$ cat src/pkg/tci_pkg.sv
package tci_pkg;

  // Register bus geometry.
  localparam int unsigned ADDR_W = 8;
  localparam int unsigned DATA_W = 32;
  localparam int unsigned SRC_N  = 8;

  // Register byte offsets.
  localparam logic [ADDR_W-1:0] OFF_STATUS = 8'h20;
  localparam logic [ADDR_W-1:0] OFF_SET    = 8'h24;
  localparam logic [ADDR_W-1:0] OFF_CLEAR  = 8'h28;
  localparam logic [ADDR_W-1:0] OFF_STATE  = 8'h2c;
  localparam logic [ADDR_W-1:0] OFF_MODE   = 8'h30;

  // Source bit positions, shared by status, set, clear and state registers; BIT_WAVE_MODE is the mode register bit.
  localparam int unsigned BIT_OVERFLOW  = 0;
  localparam int unsigned BIT_LOAD_OVR  = 1;
  localparam int unsigned BIT_CMP_A     = 2;
  localparam int unsigned BIT_CMP_B     = 3;
  localparam int unsigned BIT_CMP_C     = 4;
  localparam int unsigned BIT_CAP_A     = 5;
  localparam int unsigned BIT_CAP_B     = 6;
  localparam int unsigned BIT_EXT_TRIG  = 7;
  localparam int unsigned BIT_WAVE_MODE = 0;

  // Sources that only act in capture mode or only in waveform mode.
  localparam logic [SRC_N-1:0] CAPTURE_ONLY = 8'h62;
  localparam logic [SRC_N-1:0] WAVE_ONLY    = 8'h0c;

  // Values after reset.
  localparam logic [SRC_N-1:0] MASK_RST   = 8'h00;
  localparam logic [SRC_N-1:0] STATUS_RST = 8'h00;
  localparam logic             WAVE_RST   = 1'b0;

  // AXI response codes.
  localparam logic [1:0] RESP_OKAY   = 2'h0;
  localparam logic [1:0] RESP_SLVERR = 2'h2;

  // Event flags from the counter, one pulse or level per source.
  typedef struct packed {
    logic ext_trigger_event;
    logic capture_b_load_event;
    logic capture_a_load_event;
    logic compare_c_event;
    logic compare_b_event;
    logic compare_a_event;
    logic load_overrun_event;
    logic overflow_event;
  } tci_evt_t;

  typedef enum logic {WR_IDLE, WR_RESP} tci_wr_state_t;
  typedef enum logic {RD_IDLE, RD_DATA} tci_rd_state_t;

endpackage

$ cat src/rtl/tci_irq_mask.sv
// Decided for this implementation: the AXI4-Lite register port.
`timescale 1ns/1ns

// Operation
// - Set register writes ones into mask
// - Clear register writes ones clear mask
// - State register reads current mask bits
// - Bit1 load overrun, clear in capture
// - Bit2 compare A, clear in waveform
// - Bit3 compare B, clear in waveform
// - Bit4 compare C, any mode
// - Bit5 capture A load, clear in capture
// - Bit6 capture B load, clear in capture
// - Bit7 external trigger, bit0 overflow, unconditional
// - Status flags sticky, cleared by status read
// - Waveform select gates mode-qualified sources
module tci_irq_mask (
  // Clock and reset.
  input  wire logic                          clk_i,
  input  wire logic                          srst_i,
  // Events from the counter channel.
  input  wire tci_pkg::tci_evt_t             evt_i,
  // AXI4-Lite write address and data.
  input  wire logic                          s_axi_awvalid_i,
  output logic                               s_axi_awready_o,
  input  wire logic [tci_pkg::ADDR_W-1:0]    s_axi_awaddr_i,
  input  wire logic                          s_axi_wvalid_i,
  output logic                               s_axi_wready_o,
  input  wire logic [tci_pkg::DATA_W-1:0]    s_axi_wdata_i,
  input  wire logic [tci_pkg::DATA_W/8-1:0]  s_axi_wstrb_i,
  // AXI4-Lite write response.
  output logic                               s_axi_bvalid_o,
  input  wire logic                          s_axi_bready_i,
  output logic [1:0]                         s_axi_bresp_o,
  // AXI4-Lite read.
  input  wire logic                          s_axi_arvalid_i,
  output logic                               s_axi_arready_o,
  input  wire logic [tci_pkg::ADDR_W-1:0]    s_axi_araddr_i,
  output logic                               s_axi_rvalid_o,
  input  wire logic                          s_axi_rready_i,
  output logic [tci_pkg::DATA_W-1:0]         s_axi_rdata_o,
  output logic [1:0]                         s_axi_rresp_o,
  // Channel interrupt and mode indication.
  output logic                               irq_o,
  output logic                               wave_mode_o
);
  import tci_pkg::*;

  ////////////////////////////////////////////////////////////////////////////
  // Write channel.

  tci_wr_state_t             wr_state_ff, nxt_wr_state;
  logic                      aw_hold_ff, nxt_aw_hold;
  logic                      w_hold_ff, nxt_w_hold;
  logic [ADDR_W-1:0]         awaddr_ff, nxt_awaddr;
  logic [DATA_W-1:0]         wdata_ff, nxt_wdata;
  logic [DATA_W/8-1:0]       wstrb_ff, nxt_wstrb;
  logic                      awready_ff, nxt_awready;
  logic                      wready_ff, nxt_wready;
  logic                      bvalid_ff, nxt_bvalid;
  logic [1:0]                bresp_ff, nxt_bresp;
  logic                      wr_do;
  logic                      wr_hit;
  logic [SRC_N-1:0]          wr_byte;

  // Address and data are held separately so they may arrive in either order.
  assign wr_do   = aw_hold_ff & w_hold_ff & (wr_state_ff == WR_IDLE);
  // Only byte lane 0 carries defined bits; upper lanes are reserved.
  assign wr_byte = wstrb_ff[0] ? wdata_ff[SRC_N-1:0] : '0;

  // Decode of the write address.
  always_comb begin
    case (awaddr_ff)
      OFF_STATUS, OFF_SET, OFF_CLEAR, OFF_STATE, OFF_MODE: wr_hit = 1'b1;
      default: wr_hit = 1'b0;
    endcase
  end

  // Next values of the write channel.
  always_comb begin
    nxt_aw_hold  = aw_hold_ff | (s_axi_awvalid_i & awready_ff);
    nxt_w_hold   = w_hold_ff | (s_axi_wvalid_i & wready_ff);
    nxt_awaddr   = (s_axi_awvalid_i & awready_ff) ? s_axi_awaddr_i : awaddr_ff;
    nxt_wdata    = (s_axi_wvalid_i & wready_ff) ? s_axi_wdata_i : wdata_ff;
    nxt_wstrb    = (s_axi_wvalid_i & wready_ff) ? s_axi_wstrb_i : wstrb_ff;
    nxt_wr_state = wr_state_ff;
    nxt_bvalid   = bvalid_ff;
    nxt_bresp    = bresp_ff;
    case (wr_state_ff)
      WR_IDLE: begin
        if (wr_do) begin
          nxt_aw_hold  = 1'b0;
          nxt_w_hold   = 1'b0;
          nxt_bvalid   = 1'b1;
          nxt_bresp    = wr_hit ? RESP_OKAY : RESP_SLVERR;
          nxt_wr_state = WR_RESP;
        end
      end
      WR_RESP: begin
        if (s_axi_bready_i) begin
          nxt_bvalid   = 1'b0;
          nxt_wr_state = WR_IDLE;
        end
      end
      default: nxt_wr_state = WR_IDLE;
    endcase
    nxt_awready = ~nxt_aw_hold;
    nxt_wready  = ~nxt_w_hold;
  end

  // Registers of the write channel.
  always_ff @(posedge clk_i) begin
    if (srst_i) begin
      wr_state_ff <= WR_IDLE;
      aw_hold_ff  <= 1'b0;
      w_hold_ff   <= 1'b0;
      awaddr_ff   <= '0;
      wdata_ff    <= '0;
      wstrb_ff    <= '0;
      awready_ff  <= 1'b0;
      wready_ff   <= 1'b0;
      bvalid_ff   <= 1'b0;
      bresp_ff    <= RESP_OKAY;
    end else begin
      wr_state_ff <= nxt_wr_state;
      aw_hold_ff  <= nxt_aw_hold;
      w_hold_ff   <= nxt_w_hold;
      awaddr_ff   <= nxt_awaddr;
      wdata_ff    <= nxt_wdata;
      wstrb_ff    <= nxt_wstrb;
      awready_ff  <= nxt_awready;
      wready_ff   <= nxt_wready;
      bvalid_ff   <= nxt_bvalid;
      bresp_ff    <= nxt_bresp;
    end
  end

  ////////////////////////////////////////////////////////////////////////////
  // Read channel.

  tci_rd_state_t             rd_state_ff, nxt_rd_state;
  logic                      arready_ff, nxt_arready;
  logic                      rvalid_ff, nxt_rvalid;
  logic [DATA_W-1:0]         rdata_ff, nxt_rdata;
  logic [1:0]                rresp_ff, nxt_rresp;
  logic                      rd_do;
  logic                      rd_status;
  logic [SRC_N-1:0]          status_ff, nxt_status;
  logic [SRC_N-1:0]          mask_ff, nxt_mask;
  logic                      wave_ff, nxt_wave;

  assign rd_do     = s_axi_arvalid_i & arready_ff;
  // A status read clears flags in the same edge that captures them.
  assign rd_status = rd_do & (s_axi_araddr_i == OFF_STATUS);

  // Next values of the read channel; one address at a time.
  always_comb begin
    nxt_rd_state = rd_state_ff;
    nxt_arready  = arready_ff;
    nxt_rvalid   = rvalid_ff;
    nxt_rdata    = rdata_ff;
    nxt_rresp    = rresp_ff;
    case (rd_state_ff)
      RD_IDLE: begin
        nxt_arready = 1'b1;
        if (rd_do) begin
          nxt_arready  = 1'b0;
          nxt_rvalid   = 1'b1;
          nxt_rresp    = RESP_OKAY;
          nxt_rd_state = RD_DATA;
          case (s_axi_araddr_i)
            OFF_STATUS: nxt_rdata = {24'h0, status_ff};
            OFF_STATE:  nxt_rdata = {24'h0, mask_ff};
            OFF_MODE:   nxt_rdata = {31'h0, wave_ff};
            OFF_SET, OFF_CLEAR: nxt_rdata = '0;
            default: begin
              nxt_rdata = '0;
              nxt_rresp = RESP_SLVERR;
            end
          endcase
        end
      end
      RD_DATA: begin
        if (s_axi_rready_i) begin
          nxt_rvalid   = 1'b0;
          nxt_arready  = 1'b1;
          nxt_rd_state = RD_IDLE;
        end
      end
      default: nxt_rd_state = RD_IDLE;
    endcase
  end

  // Registers of the read channel.
  always_ff @(posedge clk_i) begin
    if (srst_i) begin
      rd_state_ff <= RD_IDLE;
      arready_ff  <= 1'b0;
      rvalid_ff   <= 1'b0;
      rdata_ff    <= '0;
      rresp_ff    <= RESP_OKAY;
    end else begin
      rd_state_ff <= nxt_rd_state;
      arready_ff  <= nxt_arready;
      rvalid_ff   <= nxt_rvalid;
      rdata_ff    <= nxt_rdata;
      rresp_ff    <= nxt_rresp;
    end
  end

  ////////////////////////////////////////////////////////////////////////////
  // Mode, status flags, mask and interrupt.

  logic [SRC_N-1:0]          mode_ok;
  logic [SRC_N-1:0]          evt_ok;
  logic [SRC_N-1:0]          set_bits;
  logic [SRC_N-1:0]          clr_bits;
  logic [SRC_N-1:0]          st_clr;
  logic                      irq_ff, nxt_irq;

  // Sources that apply in the present mode; the rest are held off.
  assign mode_ok = wave_ff ? ~CAPTURE_ONLY : ~WAVE_ONLY;
  assign evt_ok  = evt_i & mode_ok;

  // Next values of the control and flag state.
  always_comb begin
    set_bits = (wr_do && awaddr_ff == OFF_SET) ? wr_byte : '0;
    // A clear of a mode-qualified bit only acts in its own mode.
    clr_bits = (wr_do && awaddr_ff == OFF_CLEAR) ? (wr_byte & mode_ok) : '0;
    st_clr   = (wr_do && awaddr_ff == OFF_STATUS) ? wr_byte : '0;
    if (rd_status) begin
      st_clr = '1;
    end
    // Events win over a clear in the same cycle so none is lost.
    nxt_status = (status_ff & ~st_clr) | evt_ok;
    nxt_mask   = (mask_ff | set_bits) & ~clr_bits;
    nxt_wave   = wave_ff;
    if (wr_do && awaddr_ff == OFF_MODE && wstrb_ff[0]) begin
      nxt_wave = wdata_ff[BIT_WAVE_MODE];
    end
    // Computed from the next state so the line tracks the flags exactly.
    nxt_irq = |(nxt_status & nxt_mask);
  end

  // Registers of the control and flag state.
  always_ff @(posedge clk_i) begin
    if (srst_i) begin
      status_ff <= STATUS_RST;
      mask_ff   <= MASK_RST;
      wave_ff   <= WAVE_RST;
      irq_ff    <= 1'b0;
    end else begin
      status_ff <= nxt_status;
      mask_ff   <= nxt_mask;
      wave_ff   <= nxt_wave;
      irq_ff    <= nxt_irq;
    end
  end

  // Outputs, all straight from flip-flops.
  assign s_axi_awready_o = awready_ff;
  assign s_axi_wready_o  = wready_ff;
  assign s_axi_bvalid_o  = bvalid_ff;
  assign s_axi_bresp_o   = bresp_ff;
  assign s_axi_arready_o = arready_ff;
  assign s_axi_rvalid_o  = rvalid_ff;
  assign s_axi_rdata_o   = rdata_ff;
  assign s_axi_rresp_o   = rresp_ff;
  assign irq_o           = irq_ff;
  assign wave_mode_o     = wave_ff;

  logic wr_set, wr_clr;
  assign wr_set = wr_do & (awaddr_ff == OFF_SET) & wstrb_ff[0];
  assign wr_clr = wr_do & (awaddr_ff == OFF_CLEAR) & wstrb_ff[0];
endmodule

$ cat config.mk
export PLATFORM = sky130hd
export DESIGN_NAME = tci_irq_mask
export DESIGN_NICKNAME = d
export VERILOG_FILES = /design/src/pkg/tci_pkg.sv /design/src/rtl/tci_irq_mask.sv
export SDC_FILE = /design/constraint.sdc
export NUM_CORES = 1
export LEC_CHECK = 0
export BUFFER_PORTS_ARGS = -buffer_cell sky130_fd_sc_hd__buf_2
export CORE_MARGIN = 3
export CORE_UTILIZATION = 45
export CTS_BUF_LIST = sky130_fd_sc_hd__clkbuf_8
export DETAILED_ROUTE_END_ITERATION = 7
export GPL_ROUTABILITY_DRIVEN = 0
export PLACE_DENSITY = 0.77
export SLEW_MARGIN = 15
export SYNTH_ARGS = -nofsm -noshare
export SYNTH_HDL_FRONTEND = slang
export SYNTH_SLANG_ARGS = --single-unit
$ cat constraint.sdc
create_clock -name clk_i -period 4.61 [get_ports clk_i]
set_clock_uncertainty 0.05 [all_clocks]
set_input_delay 0 -clock clk_i [delete_from_list [all_inputs] [get_ports clk_i]]
set_output_delay 0 -clock clk_i [all_outputs]
set_load 0.05 [all_outputs]
==> metrics, run 1 <==
ant diodes 0; fin cells 454; Post-synth EDFFs 0; Syn. warnings 0; post-DP HPWL approximately 4100 µm; top area cells in the synthesized netlist dfxtp_1, nand2_1, buf_4; Worst EP required 4780 ps; leading area contributor after synthesis dfxtp_1; Worst Hold Class in2reg; most frequent cell after synthesis dfxtp_1; Core Area 5240 µm²; ys async rst share 0%; fmax a little under 400 MHz; Setup crit start kind flip-flop; CTS root buffer clkbuf_8; Worst-path clk slew approximately 90 ps; design area roughly 3100 µm²; CTS Buffer Depth 2; die width ~81 µm; RSZ-0062 raised after global routing false; starting density of the core between 40 and 50%; post-synthesis sequential area ratio between 40% and 50%; power per cell area between 300 and 400 nW/µm²; Final Max Slew Viols 0; CTS tree done; Clk Latency, worst-skew pair about 310 ps; final setup vio count 0; gr usage total a little under a fifth; vias in the first global route 2084; initial antenna violation count 0; critical path peak fanout 8; leading cell types by count after synthesis dfxtp_1, nand2_1, buf_4, nor2_1, a31oi_1; Worst VDD drop 0.143 mV; die footprint approximately 6500 µm²; post-route clock period utilization 54.9%; WL/cell about 13 µm; Fin Hold WS -4.56 ps; PortBufs 56; routed vias 2357; area grow syn2layout 23.1%; Mapped Cells 310; H-tree lvl count 2; DRT antenna net count 0; dpl cells 421; CP Buf/Inv Count 0; #FFs+latches synth between 50 and 60; Synth Flop Type dfxtp_1; Setup WS post-layout roughly 2100 ps; max cap viols 0; Critical Path Max Stage Delay between 700 and 800 ps; post_cts resized 0; Slew headroom 37.1%; Sinks on Clock Net 54; Initial DRT Pass Iterations 4; Worst Tran Pin Value roughly 940 ps; 1st-iter DRT viols between 150 and 200; layout cells sized above 1 20.1%; syn avg cell area a little over 8 µm²; Vias/cell about 5.2; critical-path cell list or4b_4, nor4_2, nand3_1, a31oi_1, nor4_1, a21oi_1; Post-Route Setup TNS 0 ps; Overall Power ~1000 µW; Leak 0.00121 µW; CTS Buf Count 5; dpl cell area about 2700 µm²; status finished with violations; Worst setup EP type flip-flop; first-pass GRT wire length between 9000 and 10000 µm; failing checks hold timing; crit path kind reg2reg; Layout Nets 450; delay-heaviest family, CP simple AND/OR/NAND/NOR gates; post-synthesis cell area around 2500 µm²; Synth top area share between 40% and 50%; GR Overflow Total 0; Rows 26; Yosys cell types 38; dpl ws about 2100 ps; I/O Pins 110; Final Hold Vio Count 1; Chip Height 80.5 µm; Arr. time, crit path 2700 ps; crit path max-delay cell type nor4_2; minimum clock period approximately 2500 ps; Total Wirelength between 5000 and 6000 µm; DRC 0; largest net degree at the start of global routing 55
==> per-stage QoR <==
step | hold WS (ps) | util (%)
3_5_place_dp | 180 | 51.9
6_report | -4.56 | 58.7
4_1_cts | 1.35 | 58.7
3_3_place_gp | 176 | 51.9
5_1_grt | 1.57 | 58.7
2_1_floorplan | 77.9 | -
==> flip-flops by register name, summed over array words and instances, names as in the netlist, 8 cells and up <==
signal	count
awaddr_ff	8
wdata_ff	8
s_axi_rdata_o	8
status_ff	8
mask_ff	8
==> worst paths after layout <==
check                           depth (start not counted)                       endpoint                           from  slack, ps
worst max-delay path                                    6               irq_o$_SDFF_PP0_      awaddr_ff[7]$_SDFFE_PP0P_       2080
worst min-delay path                                    4        status_ff[5]$_SDFF_PP0_                       evt_i[5]         -5
worst max register to register                          6               irq_o$_SDFF_PP0_      awaddr_ff[7]$_SDFFE_PP0P_       2080
worst min register to register                          2  s_axi_bresp_o[1]$_SDFFE_PP0P_  s_axi_bresp_o[1]$_SDFFE_PP0P_        420
==> per-layer routing <==
layer,global-route usage (%),routed length (µm)
met4,6.76,96
met2,29.9,2810
met5,0,0
met3,4.15,357
met1,22.7,2580
==> layout by cell type (no fill, tap or decap), drive strengths merged, types with 7 or more instances in the layout <==
cell	netlist	routed
a31oi	24	24
a221oi	8	8
conb	1	26
nand2	53	53
nand4	8	8
nor3	9	9
dfxtp	54	54
nor2	26	26
dlygate4sd3	0	25
a21oi	23	23
nand3	8	8
buf	28	59
o21ai	10	10
nand2b	7	7
==> logic make-up after synthesis <==
family          after synthesis  synth area share [%]
simple gates                138                  27.4
compound gates               68                  17.0
flops                        54                  43.3
buf+inv                      47                  11.3
mux                           2                 0.851
other cells                   1                 0.150
==> final cells by class <==
class / count / area, µm²
clock buffer: 5 / 68.8
clock inverter: 3 / 41.3
fill: 497 / 2160
inverter: 4 / 15.0
multi-input combinational: 234 / 1230
sequential: 54 / 1080
tap: 70 / 87.6
timing repair buffer: 84 / 553
==> report_power, final <==
group / leakage, µW / total [µW] / internal (µW) / switching (µW)
clock network: 0.0000556 / 310 / 160 / 150
registers: 0.000442 / 507 / 489 / 18.5
logic: 0.000712 / 183 / 55.9 / 128
total: 0.00121 / 1000 / 705 / 296
==> what timing repair did <==
item                                    in CTS  in global routing
hold buffers                                25                  0
endpoints found under the setup margin       0                  0
buffers inserted                             0                  0
hold endpoints to repair                    27                  0
==> worst min-delay path, cell delays in order <==
cell	delay, ps
buf_2	70
nor2b_1	110
a31oi_1	60
nor2_1	80
Power figures use the tool's default switching activity.
==> run 2: changes to the inputs <==
==> constraint.sdc (replaced) <==
create_clock -name clk_i -period 2.6 [get_ports clk_i]
set_clock_uncertainty 0.05 [all_clocks]
set_input_delay 0 -clock clk_i [delete_from_list [all_inputs] [get_ports clk_i]]
set_output_delay 0 -clock clk_i [all_outputs]
set_load 0.05 [all_outputs]
==> run 2 against run 1 <==
  * Critical path depth is 2 higher
  * Setup slack worse by 2000 ps
  * Wire length is 1.2% lower
  * Cell area is 0.41% higher
  * The flow now finishes without violations
  * Combinational power is 80% higher
  * Critical path type is now in2reg
  * Count of clock-buffer cells in the layout stayed put
  * Final cell count is 0.44% higher
  * Critical endpoint unchanged
  * Sequential share of layout area is 0.14 points lower
==> metrics, run 2 (synthesis results as in run 1) <==
status complete, no violations; initial antenna violation count 0 (unchanged); fmax between 300 and 400 MHz; DRC 0 (unchanged); Setup crit start kind primary input; Worst Tran Pin Value 970 ps (+25.6 ps); Final Max Slew Viols 0 (unchanged); clock share of power 31.3% (+0.3 points); final setup vio count 0 (unchanged); critical path peak fanout 8 (unchanged); fin util 59.0% (+0.24 points); Post-Route Setup TNS 0 ps (unchanged); I/O Pins 110 (unchanged); Vias/cell 5.14 (-0.95%); Final Hold Vio Count 0 (-1); Total Wirelength 5780 µm (-1.2%); Worst VDD drop 0.319 mV (+120%); design area 3090 µm² (+0.41%); Net Sw Power 533 µW (+80%); CTS Buf Count 5 (unchanged); sw frac 29.9% (+0.31 points); CTS root buffer clkbuf_8; Core Area 5240 µm² (unchanged); DRT antenna net count 0 (unchanged); minimum clock period about 2500 ps; die footprint 6480 µm² (unchanged); Worst Hold Class in2reg; dpl ws 171 ps (-1970 ps); max cap viols 0 (unchanged); RSZ-0062 raised after global routing false; Critical Path Max Stage Delay 610 ps (-120 ps); Worst EP required 2700 ps (-2080 ps); dpl cells 424 (+0.71%); gr usage total 17.7% (-0.40 points); PortBufs 56 (unchanged); vias in the first global route 1991 (-4.5%); GR Overflow Total 0 (unchanged); Setup WS post-layout 99.4 ps (-1980 ps); crit path max-delay cell type or4_1; RR Startpoint awaddr_ff[7]$_SDFFE_PP0P_; post_cts resized 0 (unchanged); routed vias 2345 (-0.51%); 1st-iter DRT viols 194 (+4.3%); crit path kind in2reg; Sinks on Clock Net 54 (unchanged); H-tree lvl count 2 (unchanged); Clk Latency, worst-skew pair 310 ps (about the same); dpl cell area 2740 µm² (+0.83%); Chip Height 80.5 µm (unchanged); largest net degree at the start of global routing 55 (unchanged); die width 80.5 µm (unchanged); Layout Nets 452 (+0.44%); critical-path cell list dlygate4sd3_1, buf_2, or4_1, or4_1, a31oi_1, a31oi_1, nor4_1, a21oi_1; layout cells sized above 1 20.7% (+0.67 points); CTS Buffer Depth 2 (unchanged); post-route clock period utilization roughly 96%; area grow syn2layout 23.6%; CP startpoint s_axi_araddr_i[4]; post-DP HPWL 3990 µm (-3.4%); Worst setup EP type flip-flop; CTS tree done; sequential share of power 50.2% (-0.5 points); Worst-path clk slew 90 ps (about the same); WL/cell 12.7 µm (-1.7%); most common cell after layout, fill and taps aside buf_2; commonest cells after routing, fill and taps aside buf_2, dfxtp_1, nand2_1; Initial DRT Pass Iterations 4 (unchanged); starting density of the core 47.7% (unchanged); fin cells 456 (+0.44%); combinational power share 18.5% (+0.2 points); ant diodes 0 (unchanged); power per cell area 577 nW/µm² (+77%); Worst Min Path Start evt_i[3]; Slew headroom 35.4% (-1.7 points); first-pass GRT wire length 9070 µm (-3.1%); Leak 0.00122 µW (+0.89%); Rows 26 (unchanged); Pint 1250 µW (+77%); Arr. time, crit path 2610 ps (-90 ps)
## run 2: routing by layer
metal / GRT usage (%) / share of wire [%] / routed length [µm] / up-vias
met5: 0 / 0 / 0 / -
met4: 6.59 / 1.7 / 99 / 0
met3: 3.81 / 6.5 / 376 / 9
met2: 28.8 / 47 / 2710 / 79
met1: 22.7 / 45 / 2590 / 1058
li1: - / - / - / 1199
## run 2: repair_timing
| action | in CTS | in global routing |
|---|---|---|
| hold buffers | 24 | 0 |
| setup buffers | 0 | 0 |
| endpoints found under the hold margin | 26 | 0 |
## run 2: final timing paths
kind                                                     to  slack, ps  cells after the start
worst min register to register  s_axi_rvalid_o$_SDFFE_PP0P_        410                      2
worst max-delay path                       irq_o$_SDFF_PP0_        100                      8
worst max register to register             irq_o$_SDFF_PP0_        140                      6
worst min-delay path                status_ff[3]$_SDFF_PP0_          8                      4
## run 2: final cells by class
cell class                 instances  area (µm²)
clock buffer                       5        68.8
fill                             500        2150
inverter                           4        15.0
timing repair buffer              86         566
tap                               70        87.6
sequential                        54        1080
clock inverter                     3        41.3
multi-input combinational        234        1230
## run 2: power by group through the flow
stage	Sequential [µW]	Combinational, µW	Clock [µW]
6_report	896	329	558
5_1_grt	901	354	607
4_1_cts	895	328	568
3_5_place_dp	914	300	0
3_3_place_gp	913	297	0
2_1_floorplan	965	208	0
## run 2: metrics by stage
step                      total power (µW)  hold WS [ps]
after floorplan                       1170          77.9
after global placement                1210           176
after detailed placement              1210           178
after CTS                             1790          4.32
after global routing                  1860          43.0
final                                 1780          7.64
## run 2: worst max-delay path, delay by kind of cell
| family | cells | cell delay [ps] |
|---|---|---|
| simple gates | 3 | 1410 |
| compound gates | 3 | 510 |
| buf+inv | 2 | 680 |
